==> src/design/ebcs_defs.svh <==
// Constants of the external bus cycle sequencer: offsets, fields, resets
`ifndef EBCS_DEFS_SVH
`define EBCS_DEFS_SVH

// ----------------------------------------------------------------------
// Register byte offsets
// ----------------------------------------------------------------------
`define EBCS_OFS_CTRL      8'h00
`define EBCS_OFS_TIM0      8'h04
`define EBCS_OFS_TIM1      8'h08
`define EBCS_OFS_CMD_ADDR  8'h0c
`define EBCS_OFS_CMD_DATA  8'h10
`define EBCS_OFS_STATUS    8'h14
`define EBCS_OFS_RDATA     8'h18

// ----------------------------------------------------------------------
// Control register fields
// ----------------------------------------------------------------------
`define EBCS_CTRL_MUX      0
`define EBCS_CTRL_RDY_EN   1
`define EBCS_CTRL_RDY_POL  2
`define EBCS_CTRL_RDY_ASYN 3
`define EBCS_CTRL_W        4
`define EBCS_CTRL_RST      4'h0

// ----------------------------------------------------------------------
// Phase timing register fields (one register per chip select)
// ----------------------------------------------------------------------
`define EBCS_TIM_AB        0
`define EBCS_TIM_ABX_LSB   1
`define EBCS_TIM_C_LSB     3
`define EBCS_TIM_D         5
`define EBCS_TIM_E_LSB     6
`define EBCS_TIM_F_LSB     11
`define EBCS_TIM_W         13
`define EBCS_TIM_RST       13'h1fff

// ----------------------------------------------------------------------
// Command address register fields
// ----------------------------------------------------------------------
`define EBCS_CMD_BE_LSB    24
`define EBCS_CMD_WRITE     26
`define EBCS_CMD_W         27
`define EBCS_CMD_RST       27'h0000000

// ----------------------------------------------------------------------
// Status register fields
// ----------------------------------------------------------------------
`define EBCS_STAT_BUSY     0
`define EBCS_STAT_EMPTY    1
`define EBCS_STAT_FULL     2
`define EBCS_STAT_RDVALID  3

// ----------------------------------------------------------------------
// Sizes and timing
// ----------------------------------------------------------------------
`define EBCS_ADDR_W        24
`define EBCS_DATA_W        16
`define EBCS_FIFO_W        43
`define EBCS_FIFO_DEPTH    32
`define EBCS_TCS_CYCLES    1

`endif

==> src/design/ebcs_pkg.sv <==
// Types shared by the external bus cycle sequencer modules
package ebcs_pkg;
  `include "ebcs_defs.svh"

  // Bus cycle phases, one-hot
  typedef enum logic [5:0] {
    ST_IDLE = 6'b000001,
    ST_ADDR = 6'b000010,
    ST_CMD  = 6'b000100,
    ST_DSET = 6'b001000,
    ST_ACC  = 6'b010000,
    ST_HOLD = 6'b100000
  } ebcs_state_t;

  // One queued access
  typedef struct packed {
    logic                    write;
    logic [1:0]              byteEn;
    logic [`EBCS_ADDR_W-1:0] addr;
    logic [`EBCS_DATA_W-1:0] wdata;
  } ebcs_cmd_t;

  // Phase lengths, laid out as in the timing register
  typedef struct packed {
    logic [1:0] hold;
    logic [4:0] acc;
    logic       dset;
    logic [1:0] cmd;
    logic [1:0] abExt;
    logic       ab;
  } ebcs_tim_t;
endpackage : ebcs_pkg

==> src/design/ebcs_fifo_if.sv <==
// Push and pop handshake signals of the command FIFO
`timescale 1ns/1ps
interface ebcs_fifo_if #(parameter int WIDTH = 43);
  logic             pushValid;
  logic             pushReady;
  logic [WIDTH-1:0] pushData;
  logic             popValid;
  logic             popReady;
  logic [WIDTH-1:0] popData;

  modport store    (input pushValid, pushData, popReady,
                    output pushReady, popValid, popData);
  modport producer (output pushValid, pushData, input pushReady);
  modport consumer (output popReady, input popValid, popData);
endinterface : ebcs_fifo_if

==> src/design/ebcs_fifo.sv <==
// Synchronous FIFO with valid/ready on both sides
`timescale 1ns/1ps
module ebcs_fifo #(
  parameter int WIDTH = 43,
  parameter int DEPTH = 32
) (
  // Clock and reset
  input wire logic clk_sys,
  input wire logic rst,
  // Both handshake sides
  ebcs_fifo_if.store port
);
  localparam int AW = $clog2(DEPTH);

  logic [WIDTH-1:0] mem [DEPTH];
  logic [AW-1:0]    wrPtr_q;
  logic [AW-1:0]    rdPtr_q;
  logic [AW:0]      count_q;
  logic             doPush;
  logic             doPop;

  // Full and empty come straight from the occupancy count
  assign port.pushReady = (count_q != (AW+1)'(DEPTH));
  assign port.popValid  = (count_q != '0);
  assign port.popData   = mem[rdPtr_q];
  assign doPush         = port.pushValid & port.pushReady;
  assign doPop          = port.popValid & port.popReady;

  // Storage; reads are guarded by the count
  always_ff @(posedge clk_sys) begin
    if (doPush) begin
      mem[wrPtr_q] <= port.pushData;
    end
  end

  // Pointers wrap naturally, depth is a power of two
  always_ff @(posedge clk_sys) begin
    if (rst) begin
      wrPtr_q <= '0;
      rdPtr_q <= '0;
    end else begin
      if (doPush) begin
        wrPtr_q <= wrPtr_q + AW'(1);
      end
      if (doPop) begin
        rdPtr_q <= rdPtr_q + AW'(1);
      end
    end
  end

  // Occupancy
  always_ff @(posedge clk_sys) begin
    if (rst) begin
      count_q <= '0;
    end else begin
      case ({doPush, doPop})
        2'b10:   count_q <= count_q + (AW+1)'(1);
        2'b01:   count_q <= count_q - (AW+1)'(1);
        default: count_q <= count_q;
      endcase
    end
  end
endmodule : ebcs_fifo

==> src/design/ebcs_top.sv <==
// External bus cycle sequencer with Wishbone register access
//
// Notes on behaviour
// Every access runs address, command, data setup, access, hold phases; the code skips a command, data setup or hold phase of zero length.
// Phase lengths come from the timing register of the chip select.
// Access phase lasts 1 to 32 units, optionally stretched by ready.
// Address phase is 1 or 2 units, plus 0 to 3 on window change.
// Data setup or tristate phase lasts 0 or 1 unit.
// Hold phase keeps address and write data for 0 to 3 units.
// Read data is captured on the edge that ends the read strobe.
// Address changes before strobe end cannot corrupt the captured read.
// External module holds read data until the read strobe rises.
// Multiplexed mode puts address, then write data, on shared lines.
// Demultiplexed mode puts write data on separate data lines.
// A 24-bit address is driven on the dedicated address lines.
// Chip selects, latch enable, byte high, read, byte write strobes.
// Reference clock output is the system clock itself.
// Latch enable is high in the address phase in multiplexed mode.
// Ready polarity is selected by configuration.
// Asynchronous ready passes one extra synchronizer stage.
// Ready inactive at sample point inserts a wait and samples again.
// Ready active at sample point ends the running bus cycle.
//
// Added by the designer: the Wishbone register port and the register offsets.
`timescale 1ns/1ps
`include "ebcs_defs.svh"
module ebcs_top import ebcs_pkg::*; (
  // Clock and reset
  input  wire logic        clk_sys,
  input  wire logic        rst,
  // Wishbone slave
  input  wire logic        wb_cyc_i,
  input  wire logic        wb_stb_i,
  input  wire logic        wb_we_i,
  input  wire logic [7:0]  wb_adr_i,
  input  wire logic [3:0]  wb_sel_i,
  input  wire logic [31:0] wb_dat_i,
  output      logic [31:0] wb_dat_o,
  output      logic        wb_ack_o,
  // External bus control
  output      logic        referenceClockOut,
  output      logic [1:0]  chipSelectN,
  output      logic        addressLatchEnable,
  output      logic        byteHighEnableN,
  output      logic        readStrobeN,
  output      logic [1:0]  byteWriteStrobesN,
  input  wire logic        readyIn,
  // External address and data
  output      logic [23:0] addrLines,
  input  wire logic [15:0] muxedAddrDataIn,
  output      logic [15:0] muxedAddrDataOut,
  output      logic        muxedAddrDataOe,
  input  wire logic [15:0] dataLinesIn,
  output      logic [15:0] dataLinesOut,
  output      logic        dataLinesOe
);

  // --------------------------------------------------------------------
  // Declarations
  // --------------------------------------------------------------------
  logic [`EBCS_CTRL_W-1:0] ctrl_q;
  logic [`EBCS_TIM_W-1:0]  tim0_q;
  logic [`EBCS_TIM_W-1:0]  tim1_q;
  logic [`EBCS_CMD_W-1:0]  cmdAddr_q;
  logic                    ack_q;
  logic [31:0]             rdBus_q;
  logic [31:0]             rdMux;
  logic [7:0]              wordAdr;
  logic                    wbReq;
  logic                    wbTake;
  logic                    pushStall;
  logic                    rdValid_q;
  logic [15:0]             rdData_q;
  ebcs_state_t             state_q;
  ebcs_state_t             stateD;
  logic [4:0]              cnt_q;
  logic [4:0]              cntD;
  logic                    popNow;
  ebcs_cmd_t               cmd_q;
  ebcs_cmd_t               head;
  ebcs_tim_t               tim;
  ebcs_tim_t               headTim;
  logic [7:0]              lastWin_q;
  logic                    winValid_q;
  logic                    winChange;
  logic                    rdySync1_q;
  logic                    rdySync2_q;
  logic                    rdySync3_q;
  logic                    rdySample;
  logic                    rdyActive;
  logic                    accDone;
  logic [15:0]             adSync1_q;
  logic [15:0]             adSync2_q;
  logic [15:0]             dSync1_q;
  logic [15:0]             dSync2_q;
  logic [23:0]             addrOut_q;
  logic [15:0]             adOut_q;
  logic                    adOe_q;
  logic [15:0]             dOut_q;
  logic                    dOe_q;
  logic                    busy;
  logic [31:0]             wrWord;

  ebcs_fifo_if #(.WIDTH(`EBCS_FIFO_W)) cmdFifo ();

  // Byte-lane merge for register writes
  function automatic logic [31:0] laneMerge(input logic [31:0] oldV,
                                            input logic [31:0] newV,
                                            input logic [3:0]  sel);
    logic [31:0] res;
    res = oldV;
    for (int i = 0; i < 4; i++) begin
      if (sel[i]) begin
        res[i*8 +: 8] = newV[i*8 +: 8];
      end
    end
    return res;
  endfunction : laneMerge

  // --------------------------------------------------------------------
  // Command FIFO
  // --------------------------------------------------------------------
  ebcs_fifo #(
    .WIDTH (`EBCS_FIFO_W),
    .DEPTH (`EBCS_FIFO_DEPTH)
  ) u_fifo (
    .clk_sys (clk_sys),
    .rst     (rst),
    .port    (cmdFifo)
  );

  // --------------------------------------------------------------------
  // Wishbone slave
  // --------------------------------------------------------------------
  // Full FIFO holds a data write off until room
  assign wordAdr   = {wb_adr_i[7:2], 2'b00};
  assign wbReq     = wb_cyc_i & wb_stb_i & ~ack_q;
  assign pushStall = wbReq & wb_we_i & (wordAdr == `EBCS_OFS_CMD_DATA)
                     & ~cmdFifo.pushReady;
  assign wbTake    = wbReq & ~pushStall;
  assign wb_ack_o  = ack_q;
  assign wb_dat_o  = rdBus_q;

  // Queue entry is the staged address word plus the written data
  assign cmdFifo.pushValid = wbTake & wb_we_i
                             & (wordAdr == `EBCS_OFS_CMD_DATA);
  assign cmdFifo.pushData  = {cmdAddr_q, wb_dat_i[15:0]};

  // Read multiplexer; unmapped words read as zero
  always_comb begin
    rdMux = 32'h00000000;
    case (wordAdr)
      `EBCS_OFS_CTRL:     rdMux = {28'h0000000, ctrl_q};
      `EBCS_OFS_TIM0:     rdMux = {19'h00000, tim0_q};
      `EBCS_OFS_TIM1:     rdMux = {19'h00000, tim1_q};
      `EBCS_OFS_CMD_ADDR: rdMux = {5'h00, cmdAddr_q};
      `EBCS_OFS_STATUS: begin
        rdMux[`EBCS_STAT_BUSY]    = busy;
        rdMux[`EBCS_STAT_EMPTY]   = ~cmdFifo.popValid;
        rdMux[`EBCS_STAT_FULL]    = ~cmdFifo.pushReady;
        rdMux[`EBCS_STAT_RDVALID] = rdValid_q;
      end
      `EBCS_OFS_RDATA:    rdMux = {16'h0000, rdData_q};
      default:            rdMux = 32'h00000000;
    endcase
  end

  // Ack one cycle after the request is taken, dropped the cycle after
  always_ff @(posedge clk_sys) begin
    if (rst) begin
      ack_q   <= 1'b0;
      rdBus_q <= 32'h00000000;
    end else begin
      ack_q <= wbTake;
      if (wbTake & ~wb_we_i) begin
        rdBus_q <= rdMux;
      end
    end
  end

  // Old value with the selected lanes replaced; rdMux zero-extends
  assign wrWord = laneMerge(rdMux, wb_dat_i, wb_sel_i);

  // Configuration registers; writes to other words are ignored
  always_ff @(posedge clk_sys) begin
    if (rst) begin
      ctrl_q    <= `EBCS_CTRL_RST;
      tim0_q    <= `EBCS_TIM_RST;
      tim1_q    <= `EBCS_TIM_RST;
      cmdAddr_q <= `EBCS_CMD_RST;
    end else if (wbTake & wb_we_i) begin
      case (wordAdr)
        `EBCS_OFS_CTRL:     ctrl_q    <= wrWord[`EBCS_CTRL_W-1:0];
        `EBCS_OFS_TIM0:     tim0_q    <= wrWord[`EBCS_TIM_W-1:0];
        `EBCS_OFS_TIM1:     tim1_q    <= wrWord[`EBCS_TIM_W-1:0];
        `EBCS_OFS_CMD_ADDR: cmdAddr_q <= wrWord[`EBCS_CMD_W-1:0];
        default: ;
      endcase
    end
  end

  // Read-valid flag: set by a finished read, cleared by reading the data
  always_ff @(posedge clk_sys) begin
    if (rst) begin
      rdValid_q <= 1'b0;
    end else if (state_q == ST_ACC && stateD != ST_ACC && !cmd_q.write) begin
      rdValid_q <= 1'b1; // Set wins over a clear in the same cycle
    end else if (wbTake & ~wb_we_i & (wordAdr == `EBCS_OFS_RDATA)) begin
      rdValid_q <= 1'b0;
    end
  end

  // --------------------------------------------------------------------
  // Pin synchronisers
  // --------------------------------------------------------------------
  // Ready: two stages, a third only in asynchronous mode
  always_ff @(posedge clk_sys) begin
    if (rst) begin
      rdySync1_q <= 1'b0;
      rdySync2_q <= 1'b0;
      rdySync3_q <= 1'b0;
    end else begin
      rdySync1_q <= readyIn;
      rdySync2_q <= rdySync1_q;
      rdySync3_q <= rdySync2_q;
    end
  end

  // Data lines; held data makes the lag harmless
  always_ff @(posedge clk_sys) begin
    if (rst) begin
      adSync1_q <= 16'h0000;
      adSync2_q <= 16'h0000;
      dSync1_q  <= 16'h0000;
      dSync2_q  <= 16'h0000;
    end else begin
      adSync1_q <= muxedAddrDataIn;
      adSync2_q <= adSync1_q;
      dSync1_q  <= dataLinesIn;
      dSync2_q  <= dSync1_q;
    end
  end

  assign rdySample = ctrl_q[`EBCS_CTRL_RDY_ASYN] ? rdySync3_q
                                                 : rdySync2_q;
  assign rdyActive = ctrl_q[`EBCS_CTRL_RDY_POL] ? rdySample
                                                : ~rdySample;

  // --------------------------------------------------------------------
  // Phase sequencer
  // --------------------------------------------------------------------
  assign head      = ebcs_cmd_t'(cmdFifo.popData);
  assign headTim   = ebcs_tim_t'(head.addr[23] ? tim1_q : tim0_q);
  assign tim       = ebcs_tim_t'(cmd_q.addr[23] ? tim1_q : tim0_q);
  assign winChange = ~winValid_q | (head.addr[23:16] != lastWin_q);
  assign cmdFifo.popReady = popNow;
  // Access phase may end once its count is spent and ready allows
  assign accDone   = ~ctrl_q[`EBCS_CTRL_RDY_EN] | rdyActive;

  // Next phase and length counter; a zero-length phase is skipped
  always_comb begin
    stateD = state_q;
    cntD   = (cnt_q != 5'd0) ? cnt_q - 5'd1 : 5'd0;
    popNow = 1'b0;
    case (state_q)
      ST_IDLE: begin
        if (cmdFifo.popValid) begin
          popNow = 1'b1;
          stateD = ST_ADDR;
          cntD   = {4'h0, headTim.ab}
                   + (winChange ? {3'h0, headTim.abExt} : 5'd0);
        end
      end
      ST_ADDR: begin
        if (cnt_q == 5'd0) begin
          if (tim.cmd != 2'd0) begin
            stateD = ST_CMD;
            cntD   = {3'h0, tim.cmd} - 5'd1;
          end else if (tim.dset) begin
            stateD = ST_DSET;
            cntD   = 5'd0;
          end else begin
            stateD = ST_ACC;
            cntD   = tim.acc;
          end
        end
      end
      ST_CMD: begin
        if (cnt_q == 5'd0) begin
          stateD = tim.dset ? ST_DSET : ST_ACC;
          cntD   = tim.dset ? 5'd0 : tim.acc;
        end
      end
      ST_DSET: begin
        if (cnt_q == 5'd0) begin
          stateD = ST_ACC;
          cntD   = tim.acc;
        end
      end
      ST_ACC: begin
        // Inactive ready keeps the phase, sampled again next cycle
        if (cnt_q == 5'd0 && accDone) begin
          stateD = (tim.hold != 2'd0) ? ST_HOLD : ST_IDLE;
          cntD   = {3'h0, tim.hold} - 5'd1;
        end
      end
      ST_HOLD: begin
        if (cnt_q == 5'd0) begin
          stateD = ST_IDLE;
        end
      end
      default: begin
        stateD = ST_IDLE;
        cntD   = 5'd0;
      end
    endcase
  end

  // State, counter and the access being run
  always_ff @(posedge clk_sys) begin
    if (rst) begin
      state_q    <= ST_IDLE;
      cnt_q      <= 5'd0;
      cmd_q      <= '0;
      lastWin_q  <= 8'h00;
      winValid_q <= 1'b0;
    end else begin
      state_q <= stateD;
      cnt_q   <= cntD;
      if (popNow) begin
        cmd_q      <= head;
        lastWin_q  <= head.addr[23:16];
        winValid_q <= 1'b1;
      end
    end
  end

  // Capture on the edge raising the read strobe;
  // later address moves cannot disturb it
  always_ff @(posedge clk_sys) begin
    if (rst) begin
      rdData_q <= 16'h0000;
    end else if (state_q == ST_ACC && stateD != ST_ACC && !cmd_q.write) begin
      rdData_q <= ctrl_q[`EBCS_CTRL_MUX] ? adSync2_q
                                         : dSync2_q;
    end
  end

  // --------------------------------------------------------------------
  // Address and data drivers
  // --------------------------------------------------------------------
  // Address stays on the pins; only enables are released
  always_ff @(posedge clk_sys) begin
    if (rst) begin
      addrOut_q <= 24'h000000;
      adOut_q   <= 16'h0000;
      adOe_q    <= 1'b0;
      dOut_q    <= 16'h0000;
      dOe_q     <= 1'b0;
    end else if (popNow) begin
      addrOut_q <= head.addr;
      adOut_q   <= head.addr[15:0];
      adOe_q    <= ctrl_q[`EBCS_CTRL_MUX];
      dOe_q     <= 1'b0;
    end else if ((state_q == ST_ADDR || state_q == ST_CMD)
                 && (stateD == ST_DSET || stateD == ST_ACC)) begin
      if (ctrl_q[`EBCS_CTRL_MUX]) begin
        adOut_q <= cmd_q.wdata;
        adOe_q  <= cmd_q.write; // Read turns the shared lines round
      end else if (cmd_q.write) begin
        dOut_q <= cmd_q.wdata;
        dOe_q  <= 1'b1;
      end
    end else if (stateD == ST_IDLE) begin
      adOe_q <= 1'b0;
      dOe_q  <= 1'b0;
    end
  end

  assign addrLines        = addrOut_q;
  assign muxedAddrDataOut = adOut_q;
  assign muxedAddrDataOe  = adOe_q;
  assign dataLinesOut     = dOut_q;
  assign dataLinesOe      = dOe_q;

  // --------------------------------------------------------------------
  // Control strobes
  // --------------------------------------------------------------------
  // Decoded from the one-hot phase
  assign busy = (state_q != ST_IDLE) | cmdFifo.popValid;
  assign chipSelectN[0] = ~((state_q != ST_IDLE) & ~cmd_q.addr[23]);
  assign chipSelectN[1] = ~((state_q != ST_IDLE) & cmd_q.addr[23]);
  assign addressLatchEnable = (state_q == ST_ADDR)
                              & ctrl_q[`EBCS_CTRL_MUX];
  assign byteHighEnableN = ~((state_q != ST_IDLE)
                             & cmd_q.byteEn[1]);
  assign readStrobeN = ~((state_q == ST_ACC) & ~cmd_q.write);
  assign byteWriteStrobesN[0] = ~((state_q == ST_ACC) & cmd_q.write
                                  & cmd_q.byteEn[0]);
  assign byteWriteStrobesN[1] = ~((state_q == ST_ACC) & cmd_q.write
                                  & cmd_q.byteEn[1]);

  // Reference clock is the system clock passed straight to the pad
  assign referenceClockOut = clk_sys;
endmodule : ebcs_top

==> config.mk <==
export PLATFORM = sky130hd
export DESIGN_NAME = ebcs_top
export DESIGN_NICKNAME = d
export VERILOG_FILES = /design/src/design/ebcs_pkg.sv /design/src/design/ebcs_fifo_if.sv /design/src/design/ebcs_fifo.sv /design/src/design/ebcs_top.sv
export VERILOG_INCLUDE_DIRS = /design/src /design/src/design
export SDC_FILE = /design/constraint.sdc
export NUM_CORES = 2
export LEC_CHECK = 0
export BUFFER_PORTS_ARGS = -buffer_cell sky130_fd_sc_hd__buf_4
export CORE_ASPECT_RATIO = 1.5
export CORE_MARGIN = 8
export CORE_UTILIZATION = 30
export CTS_CLUSTER_DIAMETER = 100
export CTS_CLUSTER_SIZE = 30
export DETAILED_ROUTE_END_ITERATION = 16
export HOLD_SLACK_MARGIN = 0.15
export PLACE_DENSITY = 0.58
export SYNTH_ARGS = -nofsm -noshare
export SYNTH_HDL_FRONTEND = slang
export SYNTH_SLANG_ARGS = --single-unit
==> constraint.sdc <==
create_clock -name clk_sys -period 5.1 [get_ports clk_sys]
set_input_delay 1.02 -clock clk_sys [delete_from_list [all_inputs] [get_ports clk_sys]]
set_output_delay 1.02 -clock clk_sys [all_outputs]
set_load 0.02 [all_outputs]
==> results_dict.tcl <==
set metrics [dict create \
    outcome "completed" \
    grt_setup_unrepaired "no" \
    port_buffers 168 \
    p_leak_nw 23.43 \
    ys_seq_elements 1655 \
    synth.cells.most_frequent "edfxtp_1, mux4_2, dfxtp_1" \
    core_area_um2 211600 \
    yosys_most_used_dff "edfxtp_1" \
    first_global_vias 32322 \
    cts_tree "yes" \
    synthToLayoutAreaGrowth_pct 11.61 \
    rd_place_congestion 0.8591 \
    irDropWorstVdd_v 0.0004317 \
    worstSkewPairLatency_ns 0.83 \
    critical_path.cell_chain "buf_4 -> buf_4 -> mux4_2 -> o21ai_0 -> o21ai_0 -> o2bb2ai_1 -> a21oi_1 -> xnor2_1 -> nor3_2 -> nor2_1 -> ha_1 -> a221oi_1 -> nor2_1" \
    reg2reg_setup_slack_ns 0.96 \
    worst_hold_class "in2reg" \
    dieWidth_um 392.4 \
    nNetsFinal 3617 \
    worst-r2r-cell-count 13 \
    ys.warnings.count 0 \
    layout-drive-gt1-share_pct 23.96 \
    final_period_minus_worst_setup_slack_ns 4.137 \
    synth.top_cells.by_area "edfxtp_1, mux4_2, dfxtp_1" \
    synth_top_area_cell "edfxtp_1" \
    whs_path_depth 2 \
    synth_top_area_share_pct 64.83 \
    delay_of_the_slowest_critical_path_stage_ns 0.78 \
    synth_area_um2 63740 \
    count_of_vias_placed_by_the_detailed_router 32079 \
    grt_overflow 0 \
    vias_per_cell 5.023 \
    number_of_violations_of_the_max_capacitance_limit 0 \
    timing.critical_path.slowest_stage_cell "dfxtp_4" \
    grt_max_degree 143 \
    antenna_found_initial 17 \
    fin_crit_sh_pct 81.12 \
    timing.max_slew.rel_slack_pct 8.308 \
    drt_iter0_markers 3175 \
    worst_clock_skew_ns 0.04003 \
    placementRows 207 \
    ioPinCount 181 \
    endpoint_kind "flip-flop" \
    floorplan.die_area_um2 227800 \
    path_clk_slew_ns 0.12 \
    timing.critical_path.depth 13 \
    criticalPathCategory "reg2reg" \
    critical_path.n_buffers_inverters 2 \
    nFillCells 19962 \
    route.final.wire_length_mm 170.8 \
    cp_data_arrival_time_ns 4.86 \
    cts.hold.buffers_added 0 \
    maximum_clock_rate_ghz 0.2417 \
    powerDensity_nw_per_um2 354.8 \
    place_ws_ns 0.6129 \
    floorplan.initialDensity_pct 30.12 \
    wire_length_per_cell_after_detailed_routing_um 26.74 \
    final.setup.worst_slack_ns 0.9628 \
    crit_family "compound AO/OA/AOI/OAI gates" \
    setup_violations 0 \
    timing.critical_path.fanout_max 33 \
    crit_path_start_kind "flip-flop" \
    drc 0 \
    timing_worst_slew_pin_value_ns 1.373 \
    report.final.hold_viol_count 0 \
    power_mw 25.24 \
    drt_pass1_iterations 8 \
    cell_with_the_most_instances_after_synthesis "edfxtp_1" \
    grt_first_pass_wirelength_mm 241.8 \
    synthArstFlopShare_pct 0 \
    die_h_um 580.5 \
    grt_usage_pct 14.56 \
    final_core_utilization_pct 33.62 \
    syn_inst 3362 \
    antenna_left 0 \
    post-cts-setup-buffers 0 \
    place_hpwl_mm 105.0 \
    synthDistinctLibCells 73 \
    cts_repair_resize_count 0 \
    worst-endpoint-required_ns 5.83 \
    synth-seq-area-share_pct 73.59 \
    synth-edff-count 1376 \
    synth_area_per_cell_um2 18.96 \
    tns_ns 0 \
    timing.final.max_slew_violations 0 \
]
## state kept, by name, indices dropped and copies added, names as in the netlist, 5 cells and up, named ones only
signal and flops:
u_fifo.mem 1376, cmdAddr_q 27, wb_dat_o 27, cmd_q 19
adSync1_q 16, adSync2_q 16, addrLines 16, dSync1_q 16
dSync2_q 16, dataLinesOut 16, muxedAddrDataOut 16, rdData_q 16
tim0_q 13, tim1_q 13, lastWin_q 8, state_q 6
u_fifo.count_q 6, cnt_q 5, u_fifo.rdPtr_q 5, u_fifo.wrPtr_q 5
## metal layers
metal  up-vias  part of all wire [%]  GRT usage, %
li1      13664                     -             -
met1     17195                    40         18.48
met2      1032                    51         25.77
met3       178                   6.4         2.320
met4        10                   2.5         3.850
met5         -                 0.032             0
## worst register-to-register path: stages (launching register included)
cell and delay [ns]:
dfxtp_4 0.78, buf_4 0.39, buf_4 0.41, mux4_2 0.57, o21ai_0 0.15, o21ai_0 0.11
o2bb2ai_1 0.16, a21oi_1 0.34, xnor2_1 0.13, nor3_2 0.26, nor2_1 0.09, ha_1 0.30
a221oi_1 0.28, nor2_1 0.06
## final timing paths
check | from | endpoint
max | flip-flop | cnt_q[0]
min | dataLinesIn[12] | dSync1_q[12]
max reg2reg | flip-flop | cnt_q[0]
min reg2reg | dSync1_q[3] | dSync2_q[3]
## where the power goes
part	switching (mW)	internal [mW]
registers	0.179	14.7
clock network	4.09	2.70
logic	2.19	1.43
total	6.46	18.8
## cell type report
class,count,area (µm²),share of cell area (%)
repair buffers,316,2693,3.785
well taps,2821,3530,4.961
clock inverters,5,88.84,0.1249
flip-flops and latches,1655,46920,65.96
diodes,6,15.01,0.02111
multi-input cells,1469,15920,22.38
clock buffers,105,1929,2.712
inverters,10,40.04,0.05628
## per-stage QoR
stage                     instances  instance area (µm²)  hold slack [ns]
after detailed placement       6272                69120           0.4247
after global routing           6382                71130           0.3572
after floorplan                3366                63750           0.4138
after CTS                      6381                71130           0.3467
final                          6387                71140           0.3892
after global placement         6272                69120           0.4218
## placed cells by master, fill, tap and decap left out, types with 49 or more instances in the layout
master     count
edfxtp_1    1376
mux4_2       392
buf_4        291
dfxtp_1      274
nor2_1       233
nand2_1      119
mux2i_1      101
nor2b_1       92
a21oi_1       86
clkbuf_16     72
a211oi_1      62
nand3_1       49
## cells by family after synthesis
logic type,Yosys count,synth area share [%]
other,1,0.005883
DFF,1655,73.59
AOI/OAI and AO/OA,262,2.801
xor gates and xnor gates,24,0.3298
muxes,523,16.45
buffers and inverters,242,1.843
adders and majority gates,13,0.2552
and+or+nand+nor,642,4.721
Power figures use the tool's default switching activity.
